==> src/rtl/sip_pkg.sv <==
// constants, widths and helpers shared by the serial-in parallel-out shifter
// ================================================================
package sip_pkg;

    // ================================================================
    // structure
    localparam int SIP_STAGES = 8; // length of the shift chain
    localparam int SIP_FIFO_DEPTH = 32; // snapshot buffer depth
    localparam int SIP_FIFO_WIDTH = SIP_STAGES; // one snapshot per word

    // ================================================================
    // reset and clear values
    localparam logic [SIP_STAGES-1:0] SIP_TAPS_CLEAR = 8'h00; // all stages low
    localparam logic SIP_CLK_PREV_RST = 1'h1; // no false rise after reset
    localparam logic SIP_FLAG_CLEAR = 1'h0; // idle value of flags

    // ================================================================
    // gated serial entry: low on either input blocks the other
    function automatic logic sip_gate(input logic ser_a, input logic ser_b);
        sip_gate = ser_a & ser_b;
    endfunction

endpackage

==> src/rtl/sip_fifo.sv <==
// snapshot buffer with registered outputs, valid and ready on both sides
`timescale 1ns/1ps
module sip_fifo #(
    parameter int WIDTH = sip_pkg::SIP_FIFO_WIDTH,
    parameter int DEPTH = sip_pkg::SIP_FIFO_DEPTH
) (
    input wire logic clk,
    input wire logic rst_n,
    input wire logic flush,
    input wire logic in_valid,
    input wire logic [WIDTH-1:0] in_data,
    output logic in_ready,
    output logic out_valid,
    output logic [WIDTH-1:0] out_data,
    input wire logic out_ready
);
    import sip_pkg::*;

    // depth must be a power of two so pointers wrap on their own
    localparam int AW = $clog2(DEPTH);
    localparam int CW = AW + 1;
    localparam logic [CW-1:0] FULL_COUNT = CW'(DEPTH);

    // ================================================================
    // whole state of the buffer
    typedef struct packed {
        logic [DEPTH-1:0][WIDTH-1:0] mem; // storage words
        logic [AW-1:0] wr_ptr; // next slot to fill
        logic [AW-1:0] rd_ptr; // next slot to drain
        logic [CW-1:0] count; // words held in storage
        logic out_valid; // output stage holds a word
        logic [WIDTH-1:0] out_data; // output stage word
        logic in_ready; // room for one more word
    } sip_fifo_state_t;

    sip_fifo_state_t st_reg;
    sip_fifo_state_t st_next;
    logic push;
    logic pop;

    // ================================================================
    // next state: fill, drain into output stage, flush
    always_comb begin
        st_next = st_reg;
        push = in_valid & st_reg.in_ready;
        pop = (st_reg.count != '0) & (~st_reg.out_valid | out_ready);
        // consumer took the output word
        if (st_reg.out_valid & out_ready) begin
            st_next.out_valid = 1'h0;
        end
        // refill output stage from storage
        if (pop) begin
            st_next.out_data = st_reg.mem[st_reg.rd_ptr];
            st_next.out_valid = 1'h1;
            st_next.rd_ptr = st_reg.rd_ptr + 1'h1;
        end
        // accept a new word
        if (push) begin
            st_next.mem[st_reg.wr_ptr] = in_data;
            st_next.wr_ptr = st_reg.wr_ptr + 1'h1;
        end
        // occupancy bookkeeping
        if (push & ~pop) begin
            st_next.count = st_reg.count + 1'h1;
        end else if (pop & ~push) begin
            st_next.count = st_reg.count - 1'h1;
        end
        // flush drops everything held
        if (flush) begin
            st_next.wr_ptr = '0;
            st_next.rd_ptr = '0;
            st_next.count = '0;
            st_next.out_valid = 1'h0;
        end
        st_next.in_ready = (st_next.count != FULL_COUNT);
    end

    // ================================================================
    // state register
    always_ff @(posedge clk or negedge rst_n) begin
        if (!rst_n) begin
            st_reg <= '0;
            st_reg.in_ready <= 1'h1;
        end else begin
            st_reg <= st_next;
        end
    end

    assign in_ready = st_reg.in_ready;
    assign out_valid = st_reg.out_valid;
    assign out_data = st_reg.out_data;

endmodule

==> src/rtl/sip_shifter.sv <==
// eight-stage serial-in parallel-out shifter with snapshot buffer
`timescale 1ns/1ps
module sip_shifter (
    input wire logic MCLK,
    input wire logic RESET_N,
    input wire logic SER_A,
    input wire logic SER_B,
    input wire logic SHIFT_CLK,
    input wire logic ASYNC_CLEAR_N,
    output logic TAP_ONE,
    output logic TAP_TWO,
    output logic TAP_THREE,
    output logic TAP_FOUR,
    output logic TAP_FIVE,
    output logic TAP_SIX,
    output logic TAP_SEVEN,
    output logic TAP_EIGHT,
    output logic [sip_pkg::SIP_FIFO_WIDTH-1:0] WORD_DATA,
    output logic WORD_VALID,
    input wire logic WORD_READY,
    output logic CAPTURE_READY,
    output logic WORD_DROPPED
);
    import sip_pkg::*;

    // ================================================================
    // whole state of the shifter
    typedef struct packed {
        logic [SIP_STAGES-1:0] taps; // stage one in bit 0
        logic clk_prev; // shift clock seen last cycle
        logic push; // snapshot offered to buffer
        logic [SIP_STAGES-1:0] push_data; // snapshot word
        logic dropped; // sticky: snapshot lost to a full buffer
    } sip_state_t;

    sip_state_t st_reg;
    sip_state_t st_next;
    logic rise; // shift clock low-to-high this cycle
    logic fall; // shift clock high-to-low this cycle
    logic clear_act; // clear pin asserted, taken on the system clock
    logic buf_ready; // buffer can take a word

    assign rise = SHIFT_CLK & ~st_reg.clk_prev;
    assign fall = ~SHIFT_CLK & st_reg.clk_prev;
    assign clear_act = ~ASYNC_CLEAR_N;

    // ================================================================
    // next state: clear, shift, snapshot
    always_comb begin
        st_next = st_reg;
        st_next.clk_prev = SHIFT_CLK;
        st_next.push = SIP_FLAG_CLEAR;
        if (clear_act) begin
            // clear overrides clock and serial inputs
            st_next.taps = SIP_TAPS_CLEAR;
            st_next.dropped = SIP_FLAG_CLEAR;
        end else if (rise) begin
            // one-position shift, gated entry into stage one
            st_next.taps = {st_reg.taps[SIP_STAGES-2:0],
                            sip_gate(SER_A, SER_B)};
            st_next.push = 1'h1;
            st_next.push_data = st_next.taps;
        end
        // otherwise every stage holds
        // a refused snapshot is remembered; the set wins over a clear in
        // the same cycle so that a lost word is never hidden
        if (st_reg.push & ~buf_ready) begin
            st_next.dropped = 1'h1;
        end
    end

    // ================================================================
    // state register
    always_ff @(posedge MCLK or negedge RESET_N) begin
        if (!RESET_N) begin
            st_reg.taps <= SIP_TAPS_CLEAR;
            st_reg.clk_prev <= SIP_CLK_PREV_RST;
            st_reg.push <= SIP_FLAG_CLEAR;
            st_reg.push_data <= SIP_TAPS_CLEAR;
            st_reg.dropped <= SIP_FLAG_CLEAR;
        end else begin
            st_reg <= st_next;
        end
    end

    // ================================================================
    // snapshot buffer, flushed by clear
    sip_fifo #(
        .WIDTH(SIP_FIFO_WIDTH),
        .DEPTH(SIP_FIFO_DEPTH)
    ) i_sip_fifo (
        .clk(MCLK),
        .rst_n(RESET_N),
        // words leave in shift order; a full buffer drops, never stalls
        .flush(clear_act),
        .in_valid(st_reg.push),
        .in_data(st_reg.push_data),
        .in_ready(buf_ready),
        .out_valid(WORD_VALID),
        .out_data(WORD_DATA),
        .out_ready(WORD_READY)
    );

    // ================================================================
    // parallel stage outputs from the chain flops, plus buffer ready and the lost-snapshot flag
    assign TAP_ONE = st_reg.taps[0];
    assign TAP_TWO = st_reg.taps[1];
    assign TAP_THREE = st_reg.taps[2];
    assign TAP_FOUR = st_reg.taps[3];
    assign TAP_FIVE = st_reg.taps[4];
    assign TAP_SIX = st_reg.taps[5];
    assign TAP_SEVEN = st_reg.taps[6];
    assign TAP_EIGHT = st_reg.taps[7];
    assign CAPTURE_READY = buf_ready;
    assign WORD_DROPPED = st_reg.dropped;

    // ================================================================
    // checks on the chain
    property p_clear_zero;
        @(posedge MCLK) disable iff (!RESET_N)
        clear_act |=> ({TAP_EIGHT, TAP_SEVEN, TAP_SIX, TAP_FIVE,
                      TAP_FOUR, TAP_THREE, TAP_TWO, TAP_ONE} == SIP_TAPS_CLEAR);
    endproperty
    a_clear_zero: assert property (p_clear_zero)
        else $error("stages not low after clear");

    property p_clear_held;
        @(posedge MCLK) disable iff (!RESET_N)
        clear_act [*3] |=> (st_reg.taps == SIP_TAPS_CLEAR) && !WORD_VALID;
    endproperty
    a_clear_held: assert property (p_clear_held)
        else $error("clear held but chain or buffer not empty");

    property p_entry_low;
        @(posedge MCLK) disable iff (!RESET_N)
        (!clear_act && rise && (!SER_A || !SER_B)) |=> !TAP_ONE;
    endproperty
    a_entry_low: assert property (p_entry_low)
        else $error("low serial input did not load zero");

    property p_entry_high;
        @(posedge MCLK) disable iff (!RESET_N)
        (!clear_act && rise && SER_A && SER_B) |=> TAP_ONE;
    endproperty
    a_entry_high: assert property (p_entry_high)
        else $error("both inputs high did not load one");

    property p_shift_up;
        @(posedge MCLK) disable iff (!RESET_N)
        (!clear_act && rise) |=>
            (st_reg.taps[SIP_STAGES-1:1] == $past(st_reg.taps[SIP_STAGES-2:0]));
    endproperty
    a_shift_up: assert property (p_shift_up)
        else $error("stages did not shift by one");

    property p_fall_quiet;
        @(posedge MCLK) disable iff (!RESET_N)
        (!clear_act && fall) |=> $stable(st_reg.taps) && !st_reg.push;
    endproperty
    a_fall_quiet: assert property (p_fall_quiet)
        else $error("falling shift clock changed the chain");

    property p_hold;
        @(posedge MCLK) disable iff (!RESET_N)
        (!clear_act && !rise) |=> $stable(st_reg.taps);
    endproperty
    a_hold: assert property (p_hold)
        else $error("chain moved without a rising shift clock");

    property p_snapshot;
        @(posedge MCLK) disable iff (!RESET_N)
        (!clear_act && rise) |=> st_reg.push && (st_reg.push_data == st_reg.taps);
    endproperty
    a_snapshot: assert property (p_snapshot)
        else $error("parallel snapshot missing or wrong");

    property p_drop_flag;
        @(posedge MCLK) disable iff (!RESET_N)
        (st_reg.push && !buf_ready) |=> WORD_DROPPED;
    endproperty
    a_drop_flag: assert property (p_drop_flag)
        else $error("refused snapshot not flagged");

    property p_clear_over_rise;
        @(posedge MCLK) disable iff (!RESET_N)
        (clear_act && rise) |=> !st_reg.push && (st_reg.taps == SIP_TAPS_CLEAR);
    endproperty
    a_clear_over_rise: assert property (p_clear_over_rise)
        else $error("rise under clear still shifted the chain");

    property p_push_on_rise_only;
        @(posedge MCLK) disable iff (!RESET_N)
        (clear_act || !rise) |=> !st_reg.push;
    endproperty
    a_push_on_rise_only: assert property (p_push_on_rise_only)
        else $error("snapshot taken without a rising shift clock");

    // ================================================================
    // checks on the snapshot buffer

    property p_clear_flush;
        @(posedge MCLK) disable iff (!RESET_N)
        clear_act |=> !WORD_VALID && CAPTURE_READY;
    endproperty
    a_clear_flush: assert property (p_clear_flush)
        else $error("clear left words in the buffer");

    property p_drop_sticky;
        @(posedge MCLK) disable iff (!RESET_N)
        (WORD_DROPPED && !clear_act) |=> WORD_DROPPED;
    endproperty
    a_drop_sticky: assert property (p_drop_sticky)
        else $error("lost-snapshot flag fell without a clear");

    property p_word_hold;
        @(posedge MCLK) disable iff (!RESET_N)
        (WORD_VALID && !WORD_READY && !clear_act) |=> WORD_VALID && $stable(WORD_DATA);
    endproperty
    a_word_hold: assert property (p_word_hold)
        else $error("offered word changed before it was taken");

endmodule

==> config.mk <==
export PLATFORM = sky130hd
export DESIGN_NAME = sip_shifter
export DESIGN_NICKNAME = d
export VERILOG_FILES = /design/src/rtl/sip_pkg.sv /design/src/rtl/sip_fifo.sv /design/src/rtl/sip_shifter.sv
export SDC_FILE = /design/constraint.sdc
export NUM_CORES = 1
export LEC_CHECK = 0
export BUFFER_PORTS_ARGS = -buffer_cell sky130_fd_sc_hd__buf_4
export CAP_MARGIN = 5
export CORE_UTILIZATION = 40
export DETAILED_ROUTE_END_ITERATION = 6
export GPL_TIMING_DRIVEN = 0
export PLACE_DENSITY_LB_ADDON = 0.1
export SLEW_MARGIN = 15
export SYNTH_ARGS = -nofsm -noshare
export SYNTH_HDL_FRONTEND = slang
export SYNTH_HIERARCHICAL = 1
export SYNTH_SLANG_ARGS = --single-unit
==> constraint.sdc <==
create_clock -name MCLK -period 5.4 [get_ports MCLK]
set_clock_uncertainty 0.05 [all_clocks]
set_input_delay 0.81 -clock MCLK [delete_from_list [all_inputs] [get_ports MCLK]]
set_output_delay 0.81 -clock MCLK [all_outputs]
set_load 0.005 [all_outputs]
==> flow_metrics.tcl <==
set metrics [dict create \
    wirelength_um 34000 \
    synth_ff_type "dfrtp_1" \
    wirelength_met1_um 16500 \
    routedWlPerCell_um 23.2 \
    worst_slew_pin_slew_ns 0.972 \
    overflow 0 \
    fp.coreArea_mm2 0.0336 \
    grt_util_all_layers_pct 20.3 \
    synth_edf_count 0 \
    p_switching_uw 1610 \
    core.rowCount 67 \
    drive_gt1_share_pct 45.2 \
    num-fill-cells 3005 \
    finalSetupTns_ns 0 \
    cp-end-kind "flop" \
    vias_per_cell 5.47 \
    synthToLayoutAreaGrowth_pct 14.1 \
    regToRegStartpoint "i_sip_fifo/st_reg[17]" \
    clock.fmax_ghz 0.388 \
    synth.distinct_cells 56 \
    hp-class "in -> async" \
    cp_cell_sequence "clkbuf_1 > mux4_2 > o22ai_1 > or4_1 > o21ai_1" \
    path_class "reg -> reg" \
    die_h_um 187 \
    routabilityCongestion 0.861 \
    antenna_found_initial 0 \
    synth_fp_nets 947 \
    period_needed_ns 2.57 \
    grt_pass1_wl_um 53600 \
    wl_met3_um 1490 \
    clkTransAtPathRegs_ns 0.06 \
    hold_viol 0 \
    cts_hold_buf 0 \
    cts_tree "done" \
    critPathRequiredTime_ns 5.78 \
    vdd_drop_max_uv 319 \
    power_density_mw_per_mm2 364 \
    cts_made_buffers 35 \
    cts.sinks 301 \
    clk_latency_ns 0.51 \
    syn_avg_cell_area_um2 14.7 \
    critPathArrivalTime_ns 2.96 \
    total_power_uw 5690 \
    worstRegToRegCells 5 \
    start_kind "flop" \
    ys_seq_elements 301 \
    htreeDepth 2 \
    clkPwrFrac_pct 40.0 \
    final_cell_mix "dfrtp_1, mux2_2, mux4_2, nand2_1, clkbuf_1" \
    top_layer "met4" \
    reg2reg_slack_ns 2.83 \
    cts-resized-gates 0 \
    io_buffers 25 \
    p_seq_share_pct 41.8 \
    nNetsFinal 1012 \
    critical_path.max_stage_delay_ns 0.74 \
    grt_pass1_vias 8440 \
    mostFrequentLayoutCell "dfrtp_1" \
    drtAntennaViolNets 0 \
    num_vias 8027 \
    status "finished, final reports clean" \
    pin_count 26 \
    rsz0062_at_grt "no" \
    routed-wl-met2_um 15500 \
    comb_power_share_pct 18.2 \
    first_iter_violations 480 \
    r2r-end "i_sip_fifo/out_data[4]" \
    netlist_area_mm2 0.0137 \
    setup_viol 0 \
    n_antenna_cell 0 \
    netlist_instances 933 \
    synth_warnings 6 \
    largest_register_ffs 272 \
    switching_share_pct 28.2 \
    clock_path_buffers 3 \
    max_slew_margin_pct 35.2 \
    grt_max_degree 101 \
    intPower_uw 4090 \
    maxCapViolations 0 \
    postSynth.asyncResetShare_pct 100 \
    root_buffer "clkbuf_16" \
    drt_pass1_iterations 5 \
    start_util_pct 40.8 \
    drv_slew 0 \
    dp_hpwl_um 23400 \
    fin_hold_ws_ns 0.125 \
    ys_seq_area_share_pct 54.9 \
    postCtsSetupRepairBufs 0 \
    critPathMaxFanout 10 \
    min_period_over_period_pct 47.7 \
    leakage_uw 0.00736 \
    drc 0 \
    die_w_um 187 \
    critical-path-slowest-cell "clkbuf_1" \
    dieArea_mm2 0.0350 \
]
-- routing by layer --
metal | track usage [%] | vias to the layer above
met5 | 0 | -
met1 | 30.3 | 4275
met3 | 3.55 | 34
met4 | 4.38 | 0
li1 | - | 3569
met2 | 31.1 | 149
-- metrics by stage --
step / instance area, um2 / cells / setup slack, ns / utilization, %
2_1_floorplan: 13700 / 933 / 3.06 / -
3_3_place_gp: 14500 / 1406 / 0.545 / 43.0
3_5_place_dp: 14600 / 1409 / 2.88 / 43.3
4_1_cts: 15600 / 1467 / 2.90 / 46.6
5_1_grt: 15600 / 1467 / 2.78 / 46.6
6_report: 15600 / 1467 / 2.83 / 46.6
-- cells in the mapped netlist, types with 2 or more instances --
library cell    n  share of area (%)
dfrtp_1       299                 55
mux2_2        262                 22
mux4_2         64                 11
nand2_1        54                1.5
clkbuf_1       41                1.1
o22ai_1        32                1.5
nor2_1         18               0.49
nor2_2         14               0.64
buf_4          13               0.71
a21oi_1        12               0.44
nand3_1        10               0.36
inv_1           9               0.25
or4_1           9               0.49
o21ai_1         8               0.29
ha_1            7               0.64
xor2_1          7               0.45
and3_1          6               0.27
buf_2           6               0.22
xnor2_1         6               0.38
buf_6           5               0.41
nand3b_1        4               0.22
o21ai_0         4               0.15
nand2b_1        3               0.14
nand4_1         3               0.14
buf_1           2              0.055
clkbuf_2        2              0.073
dfstp_2         2               0.38
nor3_1          2              0.073
or3b_2          2               0.13
-- kinds of logic after synthesis --
| kind of cell | count (synthesis) | share of synthesized area (%) |
|---|---|---|
| AO/OA/AOI/OAI | 68 | 3.24 |
| XOR/XNOR | 13 | 0.830 |
| adder cells (fa/ha/maj) | 7 | 0.639 |
| buffers and inverters | 79 | 2.86 |
| flip-flops | 301 | 54.9 |
| multiplexers | 328 | 32.2 |
| AND/OR/NAND/NOR | 137 | 5.27 |
-- power groups by stage --
stage	Clock (uW)	Sequential (uW)	Combinational (uW)
after floorplan	0	2400	691
after global placement	0	2420	1040
after detailed placement	0	2420	1050
after CTS	2340	2380	1050
after global routing	2430	2390	1120
final	2280	2380	1030
-- worst max-delay path by stage --
| stage | start | end | slack (ns) | depth (start not counted) |
|---|---|---|---|---|
| after floorplan | WORD_READY | i_sip_fifo/in_ready | 3.06 | 6 |
| after global placement | RESET_N | i_sip_fifo/st_reg[165] | 0.54 | 1 |
| after detailed placement | WORD_READY | i_sip_fifo/in_ready | 2.88 | 7 |
| after CTS | i_sip_fifo/st_reg[17] | i_sip_fifo/out_data[3] | 2.90 | 5 |
| after global routing | i_sip_fifo/st_reg[25] | i_sip_fifo/st_reg[193] | 2.78 | 6 |
| final | i_sip_fifo/st_reg[17] | i_sip_fifo/out_data[4] | 2.83 | 5 |
-- worst max-delay path: cells and delay by family (launching register included) --
| family | cells | cell delay, ns |
|---|---|---|
| flops | 1 | 0.38 |
| simple gates | 1 | 0.64 |
| compound gates | 2 | 0.29 |
| mux | 1 | 0.39 |
| buf+inv | 1 | 0.74 |
-- area by class of cell --
class	instances	area, um2	share of cell area, %
well taps	448	561	3.58
flip-flops and latches	301	7530	48.1
plain buffers	69	355	2.27
clock buffers	52	1030	6.58
multi-input cells	553	5790	37.0
repair buffers	28	278	1.77
clock inverters	6	66.3	0.424
inverters	10	37.5	0.240
No activity file was read; power rests on OpenSTA's default activity.
